File: src/pkg/dtc_pkg.sv
// Constants shared by the dual timer/counter block
`default_nettype none
package dtc_pkg;

	// ----------------------------------------
	// Register indices (byte address = 4 * index)
	// ----------------------------------------
	localparam logic [7:0] IDX_TIMER_CONTROL  = 8'h88;
	localparam logic [7:0] IDX_TIMER_MODE     = 8'h89;
	localparam logic [7:0] IDX_COUNTER_A_LOW  = 8'h8a;
	localparam logic [7:0] IDX_COUNTER_B_LOW  = 8'h8b;
	localparam logic [7:0] IDX_COUNTER_A_HIGH = 8'h8c;
	localparam logic [7:0] IDX_COUNTER_B_HIGH = 8'h8d;

	// ----------------------------------------
	// Values after reset
	// ----------------------------------------
	localparam logic [7:0] RST_TIMER_CONTROL = 8'h00;
	localparam logic [7:0] RST_TIMER_MODE    = 8'h00;
	localparam logic [7:0] RST_COUNTER       = 8'h00;

	// ----------------------------------------
	// Control register fields
	// ----------------------------------------
	localparam int BIT_OVERFLOW_FLAG_B = 7;
	localparam int BIT_RUN_BIT_B       = 6;
	localparam int BIT_OVERFLOW_FLAG_A = 5;
	localparam int BIT_RUN_BIT_A       = 4;
	localparam int BIT_EXT_IRQ_FLAG_B  = 3;
	localparam int BIT_EXT_IRQ_TYPE_B  = 2;
	localparam int BIT_EXT_IRQ_FLAG_A  = 1;
	localparam int BIT_EXT_IRQ_TYPE_A  = 0;

	// ----------------------------------------
	// Mode register fields (each unit: gate, select, mode[1:0])
	// ----------------------------------------
	localparam int POS_UNIT_B     = 4;
	localparam int POS_UNIT_A     = 0;
	localparam int OFS_GATE       = 3;
	localparam int OFS_SELECT     = 2;
	localparam int OFS_MODE       = 0;

	typedef enum logic [1:0] {
		DTC_MODE_PRESCALE = 2'h0,
		DTC_MODE_WIDE     = 2'h1,
		DTC_MODE_RELOAD   = 2'h2,
		DTC_MODE_SPLIT    = 2'h3
	} dtc_mode_t;

	// ----------------------------------------
	// Timing: one peripheral cycle is six system clocks
	// ----------------------------------------
	localparam int CLK_PERIOD_NS    = 10;
	localparam int PERIPH_CYCLE_NS  = 60;
	localparam int PERIPH_DIV       = PERIPH_CYCLE_NS / CLK_PERIOD_NS;
	localparam logic [4:0] PRESCALE_MAX = 5'h1f;

	// ----------------------------------------
	// AXI4-Lite responses
	// ----------------------------------------
	localparam logic [1:0] RESP_OKAY   = 2'h0;
	localparam logic [1:0] RESP_SLVERR = 2'h2;

endpackage
`default_nettype wire

File: src/hw/dtc_sync.sv
// Two-flop synchroniser for asynchronous pins
`timescale 1ns/1ns
`default_nettype none
module dtc_sync #(
	parameter int W = 4
) (
	// Clock and reset
	input  wire logic         clk,
	input  wire logic         rst_n,
	// Data
	input  wire logic [W-1:0] d,
	output logic      [W-1:0] q
);

	typedef struct packed {
		logic [W-1:0] s1;
		logic [W-1:0] s2;
	} dtc_sync_state_t;

	dtc_sync_state_t s;
	dtc_sync_state_t next_s;

	// First stage feeds only the second stage
	always_comb
	begin
		next_s    = s;
		next_s.s1 = d;
		next_s.s2 = s.s1;
	end

	always_ff @(posedge clk or negedge rst_n)
	begin
		if (!rst_n)
			s <= '0;
		else
			s <= next_s;
	end

	assign q = s.s2;

endmodule
`default_nettype wire

File: src/hw/dtc_tick.sv
// Peripheral cycle enable divider
`timescale 1ns/1ns
`default_nettype none
module dtc_tick #(
	parameter int DIV = dtc_pkg::PERIPH_DIV
) (
	// Clock and reset
	input  wire logic clk,
	input  wire logic rst_n,
	// One-cycle enable per peripheral cycle
	output logic      tick
);

	typedef struct packed {
		logic [7:0] cnt;
		logic       tick;
	} dtc_tick_state_t;

	localparam logic [7:0] LAST = 8'(DIV - 1);

	dtc_tick_state_t s;
	dtc_tick_state_t next_s;

	always_comb
	begin
		next_s      = s;
		next_s.tick = (s.cnt == LAST);
		if (s.cnt == LAST)
			next_s.cnt = 8'h00;
		else
			next_s.cnt = s.cnt + 8'h01;
	end

	always_ff @(posedge clk or negedge rst_n)
	begin
		if (!rst_n)
			s <= '0;
		else
			s <= next_s;
	end

	assign tick = s.tick;

endmodule
`default_nettype wire

File: src/hw/dtc_top.sv
// Dual 16-bit timer/counter with external interrupt flags
`timescale 1ns/1ns
`default_nettype none
module dtc_top #(
	parameter int AXI_ADDR_W = 12
) (
	// Clock and reset
	input  wire logic                  clk,
	input  wire logic                  reset_n,
	// AXI4-Lite write address
	input  wire logic [AXI_ADDR_W-1:0] s_axi_awaddr,
	input  wire logic                  s_axi_awvalid,
	output logic                       s_axi_awready,
	// AXI4-Lite write data
	input  wire logic [31:0]           s_axi_wdata,
	input  wire logic [3:0]            s_axi_wstrb,
	input  wire logic                  s_axi_wvalid,
	output logic                       s_axi_wready,
	// AXI4-Lite write response
	output logic [1:0]                 s_axi_bresp,
	output logic                       s_axi_bvalid,
	input  wire logic                  s_axi_bready,
	// AXI4-Lite read address
	input  wire logic [AXI_ADDR_W-1:0] s_axi_araddr,
	input  wire logic                  s_axi_arvalid,
	output logic                       s_axi_arready,
	// AXI4-Lite read data
	output logic [31:0]                s_axi_rdata,
	output logic [1:0]                 s_axi_rresp,
	output logic                       s_axi_rvalid,
	input  wire logic                  s_axi_rready,
	// External pins
	input  wire logic                  count_pin_a,
	input  wire logic                  count_pin_b,
	input  wire logic                  ext_irq_pin_a_n,
	input  wire logic                  ext_irq_pin_b_n,
	// Interrupt vector acknowledges from the core
	input  wire logic                  vector_ack_timer_a,
	input  wire logic                  vector_ack_timer_b,
	input  wire logic                  vector_ack_ext_a,
	input  wire logic                  vector_ack_ext_b,
	// Interrupt requests
	output logic                       overflow_flag_a,
	output logic                       overflow_flag_b,
	output logic                       ext_irq_flag_a,
	output logic                       ext_irq_flag_b
);

	// ----------------------------------------
	// State
	// ----------------------------------------
	typedef struct packed {
		logic [7:0]            ctrl;
		logic [7:0]            tmode;
		logic [7:0]            a_lo;
		logic [7:0]            a_hi;
		logic [7:0]            b_lo;
		logic [7:0]            b_hi;
		logic [3:0]            pin_prev;
		logic                  aw_full;
		logic                  w_full;
		logic [AXI_ADDR_W-1:0] awaddr;
		logic [7:0]            wbyte;
		logic                  wlane;
		logic                  awready;
		logic                  wready;
		logic                  bvalid;
		logic [1:0]            bresp;
		logic                  arready;
		logic                  rvalid;
		logic [1:0]            rresp;
		logic [31:0]           rdata;
	} dtc_state_t;

	localparam dtc_state_t RST_STATE = '{
		ctrl:   dtc_pkg::RST_TIMER_CONTROL,
		tmode:  dtc_pkg::RST_TIMER_MODE,
		a_lo:   dtc_pkg::RST_COUNTER,
		a_hi:   dtc_pkg::RST_COUNTER,
		b_lo:   dtc_pkg::RST_COUNTER,
		b_hi:   dtc_pkg::RST_COUNTER,
		default: '0
	};

	dtc_state_t s;
	dtc_state_t next_s;
	logic [1:0] rst_pipe;
	logic       rst_n;
	logic [3:0] pin_q;
	logic       tick;

	// ----------------------------------------
	// Reset release, pin synchronisers, divider
	// ----------------------------------------
	always_ff @(posedge clk or negedge reset_n)
	begin
		if (!reset_n)
			rst_pipe <= 2'h0;
		else
			rst_pipe <= {rst_pipe[0], 1'b1};
	end
	assign rst_n = rst_pipe[1];

	dtc_sync #(
		.W (4)
	) i_dtc_sync (
		.clk   (clk),
		.rst_n (rst_n),
		.d     ({ext_irq_pin_b_n, ext_irq_pin_a_n, count_pin_b, count_pin_a}),
		.q     (pin_q)
	);

	dtc_tick #(
		.DIV (dtc_pkg::PERIPH_DIV)
	) i_dtc_tick (
		.clk   (clk),
		.rst_n (rst_n),
		.tick  (tick)
	);

	// ----------------------------------------
	// One count step for modes zero to two
	// ----------------------------------------
	// Returns {overflow, high, low}
	function automatic logic [16:0] step(
		input logic [1:0] m,
		input logic [7:0] h,
		input logic [7:0] l
	);
		logic [16:0] r;
		logic [16:0] wide;
		logic [8:0]  lo9;
		r    = {1'b0, h, l};
		wide = {1'b0, h, l} + 17'h00001;
		lo9  = {1'b0, l} + 9'h001;
		case (m)
			dtc_pkg::DTC_MODE_PRESCALE:
			begin
				// Upper three low bits are left as they are
				r[4:0] = l[4:0] + 5'h01;
				if (l[4:0] == dtc_pkg::PRESCALE_MAX)
				begin
					r[15:8] = h + 8'h01;
					r[16]   = (h == 8'hff);
				end
			end
			dtc_pkg::DTC_MODE_WIDE:
				r = wide;
			dtc_pkg::DTC_MODE_RELOAD:
			begin
				// Reload keeps the high byte untouched
				r[7:0] = lo9[8] ? h : lo9[7:0];
				r[16]  = lo9[8];
			end
			default:
				r = {1'b0, h, l};
		endcase
		return r;
	endfunction

	// ----------------------------------------
	// Next state
	// ----------------------------------------
	always_comb
	begin
		logic [1:0]  mode_a;
		logic [1:0]  mode_b;
		logic        src_a;
		logic        src_b;
		logic        inc_a;
		logic        inc_b;
		logic        run_b_eff;
		logic        set_ovf_a;
		logic        set_ovf_b;
		logic [16:0] r;
		logic [8:0]  sum;
		logic [7:0]  rd;
		logic        hit;
		mode_a    = s.tmode[dtc_pkg::POS_UNIT_A + dtc_pkg::OFS_MODE +: 2];
		mode_b    = s.tmode[dtc_pkg::POS_UNIT_B + dtc_pkg::OFS_MODE +: 2];
		src_a     = 1'b0;
		src_b     = 1'b0;
		inc_a     = 1'b0;
		inc_b     = 1'b0;
		run_b_eff = 1'b0;
		set_ovf_a = 1'b0;
		set_ovf_b = 1'b0;
		r         = '0;
		sum       = '0;
		rd        = 8'h00;
		hit       = 1'b0;
		next_s    = s;

		// Pin samples once per peripheral cycle
		if (tick)
			next_s.pin_prev = pin_q;

		// Count sources: tick, or high-then-low on count pin
		src_a = s.tmode[dtc_pkg::POS_UNIT_A + dtc_pkg::OFS_SELECT] ?
			(tick && s.pin_prev[0] && !pin_q[0]) : tick;
		src_b = s.tmode[dtc_pkg::POS_UNIT_B + dtc_pkg::OFS_SELECT] ?
			(tick && s.pin_prev[1] && !pin_q[1]) : tick;

		// Timer A with run and gate
		inc_a = src_a && s.ctrl[dtc_pkg::BIT_RUN_BIT_A]
			&& (!s.tmode[dtc_pkg::POS_UNIT_A + dtc_pkg::OFS_GATE]
			|| pin_q[2]);
		if (mode_a == dtc_pkg::DTC_MODE_SPLIT)
		begin
			if (inc_a)
			begin
				sum         = {1'b0, s.a_lo} + 9'h001;
				next_s.a_lo = sum[7:0];
				set_ovf_a   = sum[8];
			end
			// High byte borrows timer B run bit and flag
			if (tick && s.ctrl[dtc_pkg::BIT_RUN_BIT_B])
			begin
				sum         = {1'b0, s.a_hi} + 9'h001;
				next_s.a_hi = sum[7:0];
				set_ovf_b   = sum[8];
			end
		end
		else if (inc_a)
		begin
			r           = step(mode_a, s.a_hi, s.a_lo);
			next_s.a_hi = r[15:8];
			next_s.a_lo = r[7:0];
			set_ovf_a   = r[16];
		end

		// Timer B; with A split, only its mode and gate turn it on and off
		run_b_eff = (mode_a == dtc_pkg::DTC_MODE_SPLIT) ||
			s.ctrl[dtc_pkg::BIT_RUN_BIT_B];
		inc_b = src_b && run_b_eff
			&& (!s.tmode[dtc_pkg::POS_UNIT_B + dtc_pkg::OFS_GATE]
			|| pin_q[3])
			&& (mode_b != dtc_pkg::DTC_MODE_SPLIT);
		if (inc_b)
		begin
			r           = step(mode_b, s.b_hi, s.b_lo);
			next_s.b_hi = r[15:8];
			next_s.b_lo = r[7:0];
			if (mode_a != dtc_pkg::DTC_MODE_SPLIT)
				set_ovf_b = set_ovf_b || r[16];
		end

		// Overflow flags: acknowledge clears, a set wins
		if (vector_ack_timer_a)
			next_s.ctrl[dtc_pkg::BIT_OVERFLOW_FLAG_A] = 1'b0;
		if (set_ovf_a)
			next_s.ctrl[dtc_pkg::BIT_OVERFLOW_FLAG_A] = 1'b1;
		if (vector_ack_timer_b)
			next_s.ctrl[dtc_pkg::BIT_OVERFLOW_FLAG_B] = 1'b0;
		if (set_ovf_b)
			next_s.ctrl[dtc_pkg::BIT_OVERFLOW_FLAG_B] = 1'b1;

		// External A: falling edge or low level
		if (s.ctrl[dtc_pkg::BIT_EXT_IRQ_TYPE_A])
		begin
			if (vector_ack_ext_a)
				next_s.ctrl[dtc_pkg::BIT_EXT_IRQ_FLAG_A] = 1'b0;
			if (tick && s.pin_prev[2] && !pin_q[2])
				next_s.ctrl[dtc_pkg::BIT_EXT_IRQ_FLAG_A] = 1'b1;
		end
		else if (tick)
			next_s.ctrl[dtc_pkg::BIT_EXT_IRQ_FLAG_A] = !pin_q[2];

		// External B: falling edge or low level
		if (s.ctrl[dtc_pkg::BIT_EXT_IRQ_TYPE_B])
		begin
			if (vector_ack_ext_b)
				next_s.ctrl[dtc_pkg::BIT_EXT_IRQ_FLAG_B] = 1'b0;
			if (tick && s.pin_prev[3] && !pin_q[3])
				next_s.ctrl[dtc_pkg::BIT_EXT_IRQ_FLAG_B] = 1'b1;
		end
		else if (tick)
			next_s.ctrl[dtc_pkg::BIT_EXT_IRQ_FLAG_B] = !pin_q[3];

		// ----------------------------------------
		// AXI4-Lite write side
		// ----------------------------------------
		if (s_axi_awvalid && s.awready)
		begin
			next_s.aw_full = 1'b1;
			next_s.awaddr  = s_axi_awaddr;
		end
		if (s_axi_wvalid && s.wready)
		begin
			next_s.w_full = 1'b1;
			next_s.wbyte  = s_axi_wdata[7:0];
			next_s.wlane  = s_axi_wstrb[0];
		end
		if (s.aw_full && s.w_full && !s.bvalid)
		begin
			hit = 1'b1;
			next_s.bvalid = 1'b1;
			// Software write overrides hardware activity this cycle
			case (s.awaddr[AXI_ADDR_W-1:2])
				(AXI_ADDR_W-2)'(dtc_pkg::IDX_TIMER_CONTROL):
					if (s.wlane) next_s.ctrl = s.wbyte;
				(AXI_ADDR_W-2)'(dtc_pkg::IDX_TIMER_MODE):
					if (s.wlane) next_s.tmode = s.wbyte;
				(AXI_ADDR_W-2)'(dtc_pkg::IDX_COUNTER_A_LOW):
					if (s.wlane) next_s.a_lo = s.wbyte;
				(AXI_ADDR_W-2)'(dtc_pkg::IDX_COUNTER_B_LOW):
					if (s.wlane) next_s.b_lo = s.wbyte;
				(AXI_ADDR_W-2)'(dtc_pkg::IDX_COUNTER_A_HIGH):
					if (s.wlane) next_s.a_hi = s.wbyte;
				(AXI_ADDR_W-2)'(dtc_pkg::IDX_COUNTER_B_HIGH):
					if (s.wlane) next_s.b_hi = s.wbyte;
				default:
					hit = 1'b0;
			endcase
			next_s.bresp = hit ? dtc_pkg::RESP_OKAY : dtc_pkg::RESP_SLVERR;
		end
		if (s.bvalid && s_axi_bready)
		begin
			next_s.bvalid  = 1'b0;
			next_s.aw_full = 1'b0;
			next_s.w_full  = 1'b0;
		end
		next_s.awready = !next_s.aw_full;
		next_s.wready  = !next_s.w_full;

		// ----------------------------------------
		// AXI4-Lite read side
		// ----------------------------------------
		if (s_axi_arvalid && s.arready)
		begin
			hit = 1'b1;
			case (s_axi_araddr[AXI_ADDR_W-1:2])
				(AXI_ADDR_W-2)'(dtc_pkg::IDX_TIMER_CONTROL):  rd = s.ctrl;
				(AXI_ADDR_W-2)'(dtc_pkg::IDX_TIMER_MODE):     rd = s.tmode;
				(AXI_ADDR_W-2)'(dtc_pkg::IDX_COUNTER_A_LOW):  rd = s.a_lo;
				(AXI_ADDR_W-2)'(dtc_pkg::IDX_COUNTER_B_LOW):  rd = s.b_lo;
				(AXI_ADDR_W-2)'(dtc_pkg::IDX_COUNTER_A_HIGH): rd = s.a_hi;
				(AXI_ADDR_W-2)'(dtc_pkg::IDX_COUNTER_B_HIGH): rd = s.b_hi;
				default:
				begin
					rd  = 8'h00;
					hit = 1'b0;
				end
			endcase
			next_s.rvalid = 1'b1;
			next_s.rdata  = {24'h000000, rd};
			next_s.rresp  = hit ? dtc_pkg::RESP_OKAY : dtc_pkg::RESP_SLVERR;
		end
		if (s.rvalid && s_axi_rready)
			next_s.rvalid = 1'b0;
		next_s.arready = !next_s.rvalid;
	end

	// ----------------------------------------
	// Registers
	// ----------------------------------------
	always_ff @(posedge clk or negedge rst_n)
	begin
		if (!rst_n)
			s <= RST_STATE;
		else
			s <= next_s;
	end

	// ----------------------------------------
	// Outputs, all straight from flops
	// ----------------------------------------
	assign s_axi_awready   = s.awready;
	assign s_axi_wready    = s.wready;
	assign s_axi_bvalid    = s.bvalid;
	assign s_axi_bresp     = s.bresp;
	assign s_axi_arready   = s.arready;
	assign s_axi_rvalid    = s.rvalid;
	assign s_axi_rresp     = s.rresp;
	assign s_axi_rdata     = s.rdata;
	assign overflow_flag_a = s.ctrl[dtc_pkg::BIT_OVERFLOW_FLAG_A];
	assign overflow_flag_b = s.ctrl[dtc_pkg::BIT_OVERFLOW_FLAG_B];
	assign ext_irq_flag_a  = s.ctrl[dtc_pkg::BIT_EXT_IRQ_FLAG_A];
	assign ext_irq_flag_b  = s.ctrl[dtc_pkg::BIT_EXT_IRQ_FLAG_B];

endmodule
`default_nettype wire

File: config.mk
export PLATFORM = sky130hd
export DESIGN_NAME = dtc_top
export DESIGN_NICKNAME = d
export VERILOG_FILES = /design/src/pkg/dtc_pkg.sv /design/src/hw/dtc_sync.sv /design/src/hw/dtc_tick.sv /design/src/hw/dtc_top.sv
export SDC_FILE = /design/constraint.sdc
export NUM_CORES = 1
export LEC_CHECK = 0
export ABC_AREA = 1
export BUFFER_PORTS_ARGS = -buffer_cell sky130_fd_sc_hd__buf_2
export CAP_MARGIN = 20
export CORE_MARGIN = 2
export CORE_UTILIZATION = 40
export CTS_CLUSTER_DIAMETER = 30
export DETAILED_ROUTE_END_ITERATION = 12
export PLACE_DENSITY = 0.68
export SETUP_SLACK_MARGIN = 0.02
export SLEW_MARGIN = 20
export SYNTH_ARGS = -nofsm -noshare
export SYNTH_HDL_FRONTEND = slang
export SYNTH_HIERARCHICAL = 1
export SYNTH_SLANG_ARGS = --single-unit
File: constraint.sdc
create_clock -name clk -period 3.05 [get_ports clk]
set_input_delay 0 -clock clk [delete_from_list [all_inputs] [get_ports clk]]
set_output_delay 0 -clock clk [all_outputs]
set_load 0.01 [all_outputs]
Word-level counts from Yosys, hierarchy flattened
Index checks and enable logic that the tools add are counted.
{"block": "word_totals", "elab_cells": 169, "reg_bits": 111, "inputBits": 75, "out_inout_bits": 45}
{"block": "op_classes", "reduce_logical": 42, "muxes": 67, "eq_ne": 24, "addsub": 10}
{"cell": "$mux W8", "n": 17}
{"cell": "$eq A10 B8 Y1 const B", "n": 12}
{"cell": "$mux W16", "n": 3}
{"cell": "$mux W48", "n": 1}
{"cell": "$pmux W8 S6", "n": 1}
{"cell": "$mux W35", "n": 1}
{"cell": "$add A16 B1 Y17 const B", "n": 2}
{"cell": "$pmux W8 S2", "n": 2}
{"cell": "$mux W1", "n": 30}
{"cell": "$pmux W5 S3", "n": 2}
{"cell": "$add A8 B1 Y9 const B", "n": 3}
{"cell": "$add A8 B1 Y8 const B", "n": 3}
{"cell": "$logic_and A1 B1 Y1", "n": 21}
{"cell": "$mux W9", "n": 2}
{"cell": "$eq A8 B8 Y1 const B", "n": 2}
{"cell": "$pmux W3 S2", "n": 2}
{"cell": "$reduce_or A6 Y1", "n": 2}
{"cell": "$add A5 B1 Y5 const B", "n": 2}
{"cell": "$eq A5 B5 Y1 const B", "n": 2}
{"cell": "$logic_not A1 Y1", "n": 10}
{"cell": "$eq A8 B3 Y1 const B", "n": 1}
{"cell": "$eq A2 B2 Y1 const B", "n": 3}
{"cell": "$mux W2", "n": 3}
{"cell": "$pmux W1 S3", "n": 2}
{"cell": "7 further kinds", "n": 14}

Depth between registers and ports, before layout
{"block": "depth", "depth_word": 14, "ltp_mapped": 15, "ltp_nobuf": 15}

Cells and area by module
The synthesis kept the hierarchy.
{"mod": "dtc_top", "n_inst": 1, "cells_each": 1027, "area_each_um2": 6954.2, "seq_area_each_um2": 2252.2}
{"mod": "dtc_tick", "n_inst": 1, "cells_each": 53, "area_each_um2": 431.7, "seq_area_each_um2": 225.2}
{"mod": "dtc_sync", "n_inst": 1, "cells_each": 8, "area_each_um2": 200.2, "seq_area_each_um2": 200.2}

Worst setup path before layout
OpenSTA, ideal clock, no wires.
{"block": "synth_path", "path_kind": "register -> register", "start": "reg s[76] in the netlist's numbering", "end": "reg s[75] in the netlist's numbering", "arrival_time_ns": 1.707, "t_required_ns": 2.934, "setup_ns": 0.116, "path_buffers": 0, "slack_ns": 1.227, "period_less_slack_ns": 1.823, "path_stages_with_launch": 16, "path_cell_list": "dfrtp_1 -> ha_1 -> nand2_2 -> nor2_4 -> ha_1 -> nand2_1 -> nor2_1 -> nand2_1 -> nand2_1 -> nand2_1 -> nand2_1 -> nand3_1 -> nand2_1 -> inv_1 -> nand2_1 -> nand2_1"}
{"element": "start: declaration", "line": "dtc_top.sv:85", "rtl": "dtc_state_t s;"}
{"element": "start signal: assignment", "line": "dtc_top.sv:362", "rtl": "s <= next_s;"}

==> flow_summary.json <==
{
  "routed_wl_um": 21500,
  "port_buffers": 62,
  "initial_core_util_pct": 40.7,
  "cp-end-kind": "flop",
  "hp-class": "input pin to flop",
  "path_buf_inv": 1,
  "synth_commonest_cells": "286 x nand2_1, 115 x inv_1, 110 x nor2_1",
  "path_cells": "ha_1 -> nand2_2 -> nor2_4 -> ha_1 -> nand2_1 -> nor2_1 -> nand2_1 -> nand2_1 -> nand2_1 -> nand2_1 -> nand3_1 -> nand2_1 -> inv_1 -> nand2_1 -> nand2_1",
  "fin_crit_ns": 2.22,
  "timing.fmax_mhz": 451,
  "area_delta_synth_final_pct": 11.5,
  "power_frac_seq_pct": 45.8,
  "crit_slowest_cell": "dfrtp_1",
  "grt_util_all_layers_pct": 21.9,
  "synth_top_area_cell": "dfrtp_1",
  "routabilityCongestion": 0.939,
  "grt_max_degree": 57,
  "synth_edf_count": 0,
  "grt_pass1_wl_um": 34600,
  "vias_per_cell": 5.17,
  "critPathTopFamily": "simple AND/OR/NAND/NOR gates",
  "dr.pass1.iters": 5,
  "clockPowerShare_pct": 26.0,
  "tightest_slew_ns": 0.713,
  "cts_buffers": 9,
  "report.final.slew_viol_count": 0,
  "fin_ws_ns": 0.832,
  "power_frac_comb_pct": 28.1,
  "synthTopCellsByArea": "dfrtp_1 35%, nand2_1 14%, nand3_1 6.5%, inv_1 5.7%, nor2_1 5.4%",
  "dr_total_vias": 7214,
  "hpwlAfterDp_um": 16200,
  "cts_root_buf": "clkbuf_16",
  "p_int_w": 0.00273,
  "routedWlPerCell_um": 15.4,
  "nNetsFinal": 1248,
  "rsz0062_at_grt": "no",
  "total_power_w": 0.00453,
  "skew_ns": 0.00999,
  "path_class": "flop to flop",
  "swShare_pct": 39.7,
  "drive_above_1_share_pct": 13.5,
  "clock-sinks": 107,
  "antenna_left": 0,
  "cts_resized": 0,
  "power_density_nw_per_um2": 536,
  "tritoncts": "built",
  "vdd_drop_max_mv": 0.424,
  "max_stage_delay_ns": 0.51,
  "coreArea_um2": 18600,
  "fp.dieW_um": 142,
  "gr-usage-met3_pct": 3.78,
  "htree_levels": 3,
  "synthDistinctLibCells": 46,
  "cts_buffer_depth": 2,
  "synthMostInstantiatedCell": "nand2_1",
  "fp-row-count": 50,
  "use_met2_pct": 33.8,
  "fin_cells": 1395,
  "setup_viol": 0,
  "relSlewSlack_pct": 52.5,
  "synth_top_area_share_pct": 35.3,
  "finalHoldViolCount": 0,
  "p_leak_nw": 4.22,
  "busiest_layer": "met2",
  "pre_cts_ws_ns": 0.883,
  "synth_ff_type": "dfrtp_1",
  "ys_seq_elements": 107,
  "arrival_ns": 2.47,
  "syn_inst": 1088,
  "io_pins": 120,
  "path_clk_slew_ns": 0.08,
  "cp_max_fo": 6,
  "grt_pass1_vias": 6521,
  "grt_overflow": 0,
  "place_inst": 1350,
  "drt_iter0_markers": 609,
  "cpMostUsedCell": "nand2_1",
  "syn_avg_cell_area_um2": 6.97,
  "finalSetupTns_ns": 0,
  "fp.dieH_um": 142,
  "n_antenna_cell": 0,
  "netSwitchingPower_w": 0.00180,
  "yosys_warnings": 6,
  "synth_area_um2": 7590,
  "insertion_delay_ns": 0.36,
  "die_area_um2": 20100,
  "met1_usage_pct": 32.0,
  "drc": 0,
  "fin_crit_sh_pct": 72.7,
  "ys_seq_area_share_pct": 35.3,
  "async_flop_share_pct": 100,
  "max_cap_violations": 0,
  "start_kind": "flop",
  "status": "completed",
  "worstPathRequired_ns": 3.30,
  "antenna_found_initial": 0
}
## final timing paths
| check | slack (ns) | end | start | cells past startpoint |
|---|---|---|---|---|
| setup / recovery | 0.83 | s[75] | s[76] | 15 |
| hold / removal | 0.02 | s_axi_rdata[7] | s_axi_arvalid | 4 |
| setup reg to reg | 0.83 | s[75] | s[76] | 15 |
| hold reg to reg | 0.35 | i_dtc_sync/q[3] | i_dtc_sync/next_s[3] | 0 |
| max in group asynchronous | 1.92 | s_axi_arready | rst_pipe[1] | 1 |
| min in group asynchronous | 0.39 | i_dtc_sync/next_s[2] | rst_pipe[1] | 0 |
## cells by family after synthesis
group,Yosys count,synth area share (%)
other,2,0.0990
and+or+nand+nor,589,36.4
adders and majority gates,17,2.80
DFF,107,35.3
muxes,1,0.148
xor gates and xnor gates,7,0.808
buffers and inverters,191,12.2
AOI/OAI and AO/OA,174,12.3
## area by class of cell
| class | instances | area, µm² |
|---|---|---|
| fill | 1897 | 10200 |
| inverter | 131 | 495 |
| clock inverter | 6 | 65.1 |
| tap | 234 | 293 |
| clock buffer | 10 | 229 |
| sequential | 107 | 2680 |
| timing repair buffer | 92 | 621 |
| multi-input combinational | 815 | 4080 |
## per-stage QoR
stage | utilization, % | area (µm²) | hold WS [ns]
final | 45.4 | 8460 | 0.0214
after global routing | 45.4 | 8460 | 0.0500
after CTS | 45.4 | 8460 | 0.0150
after detailed placement | 42.2 | 7880 | -0.214
after global placement | 42.2 | 7880 | -0.214
after floorplan | - | 7680 | -0.296
## cells in the final DEF (no fill, tap or decap), types with 8 or more instances in the layout
cell | synthesis | routed
a21oi_1 | 52 | 52
buf_2 | 12 | 62
clkbuf_16 | 0 | 9
conb_1 | 2 | 27
dfrtp_1 | 107 | 106
dlygate4sd3_1 | 0 | 29
ha_1 | 17 | 17
inv_1 | 115 | 115
inv_2 | 11 | 11
nand2_1 | 286 | 286
nand2_2 | 9 | 9
nand3_1 | 99 | 99
nand3_2 | 11 | 11
nand4_1 | 21 | 21
nor2_1 | 110 | 110
nor2_2 | 13 | 13
nor2_4 | 11 | 11
nor3_1 | 8 | 8
o211ai_1 | 10 | 10
o21ai_0 | 80 | 80
o21ai_1 | 20 | 20
## what timing repair did
item | 4_1_cts | 5_1_grt
endpoints found under the hold margin | 33 | 0
buffers inserted | 0 | 0
endpoints found under the setup margin | 0 | 0
hold buffers | 29 | 0
## flip-flops by register name, indices dropped and copies added (netlist names)
name / cells
s_axi_bresp: 1
i_dtc_sync/q: 4
s_axi_awready: 1
ext_irq_flag_a: 1
rst_pipe: 2
s_axi_wready: 1
s_axi_arready: 1
i_dtc_tick/s: 8
overflow_flag_a: 1
i_dtc_sync/next_s: 4
s_axi_bvalid: 1
s_axi_rresp: 1
i_dtc_tick/tick: 1
overflow_flag_b: 1
s_axi_rdata: 8
s_axi_rvalid: 1
s: 69
ext_irq_flag_b: 1
## power by group through the flow
| stage | Combinational [W] | Clock, W | Sequential, W |
|---|---|---|---|
| floorplan | 0.000974 | 0 | 0.00196 |
| global placement | 0.00120 | 0 | 0.00209 |
| detailed placement | 0.00122 | 0 | 0.00209 |
| CTS | 0.00127 | 0.00121 | 0.00207 |
| global route | 0.00144 | 0.00126 | 0.00212 |
| finish | 0.00127 | 0.00118 | 0.00208 |
## worst reg2reg max path, cell delays in order (launching register included)
cell	delay (ns)
dfrtp_1	0.51
ha_1	0.26
nand2_2	0.09
nor2_4	0.21
ha_1	0.25
nand2_1	0.10
nor2_1	0.17
nand2_1	0.09
nand2_1	0.08
nand2_1	0.05
nand2_1	0.05
nand3_1	0.08
nand2_1	0.06
inv_1	0.04
nand2_1	0.04
nand2_1	0.04
## metal layers
metal	vias to the layer above	routed length (µm)	part of all wire, %
met2	264	9420	44
met1	3333	9990	46
met5	-	0	0
met4	0	396	1.8
li1	3590	-	-
met3	27	1730	8.1
Power figures use the tool's default switching activity.
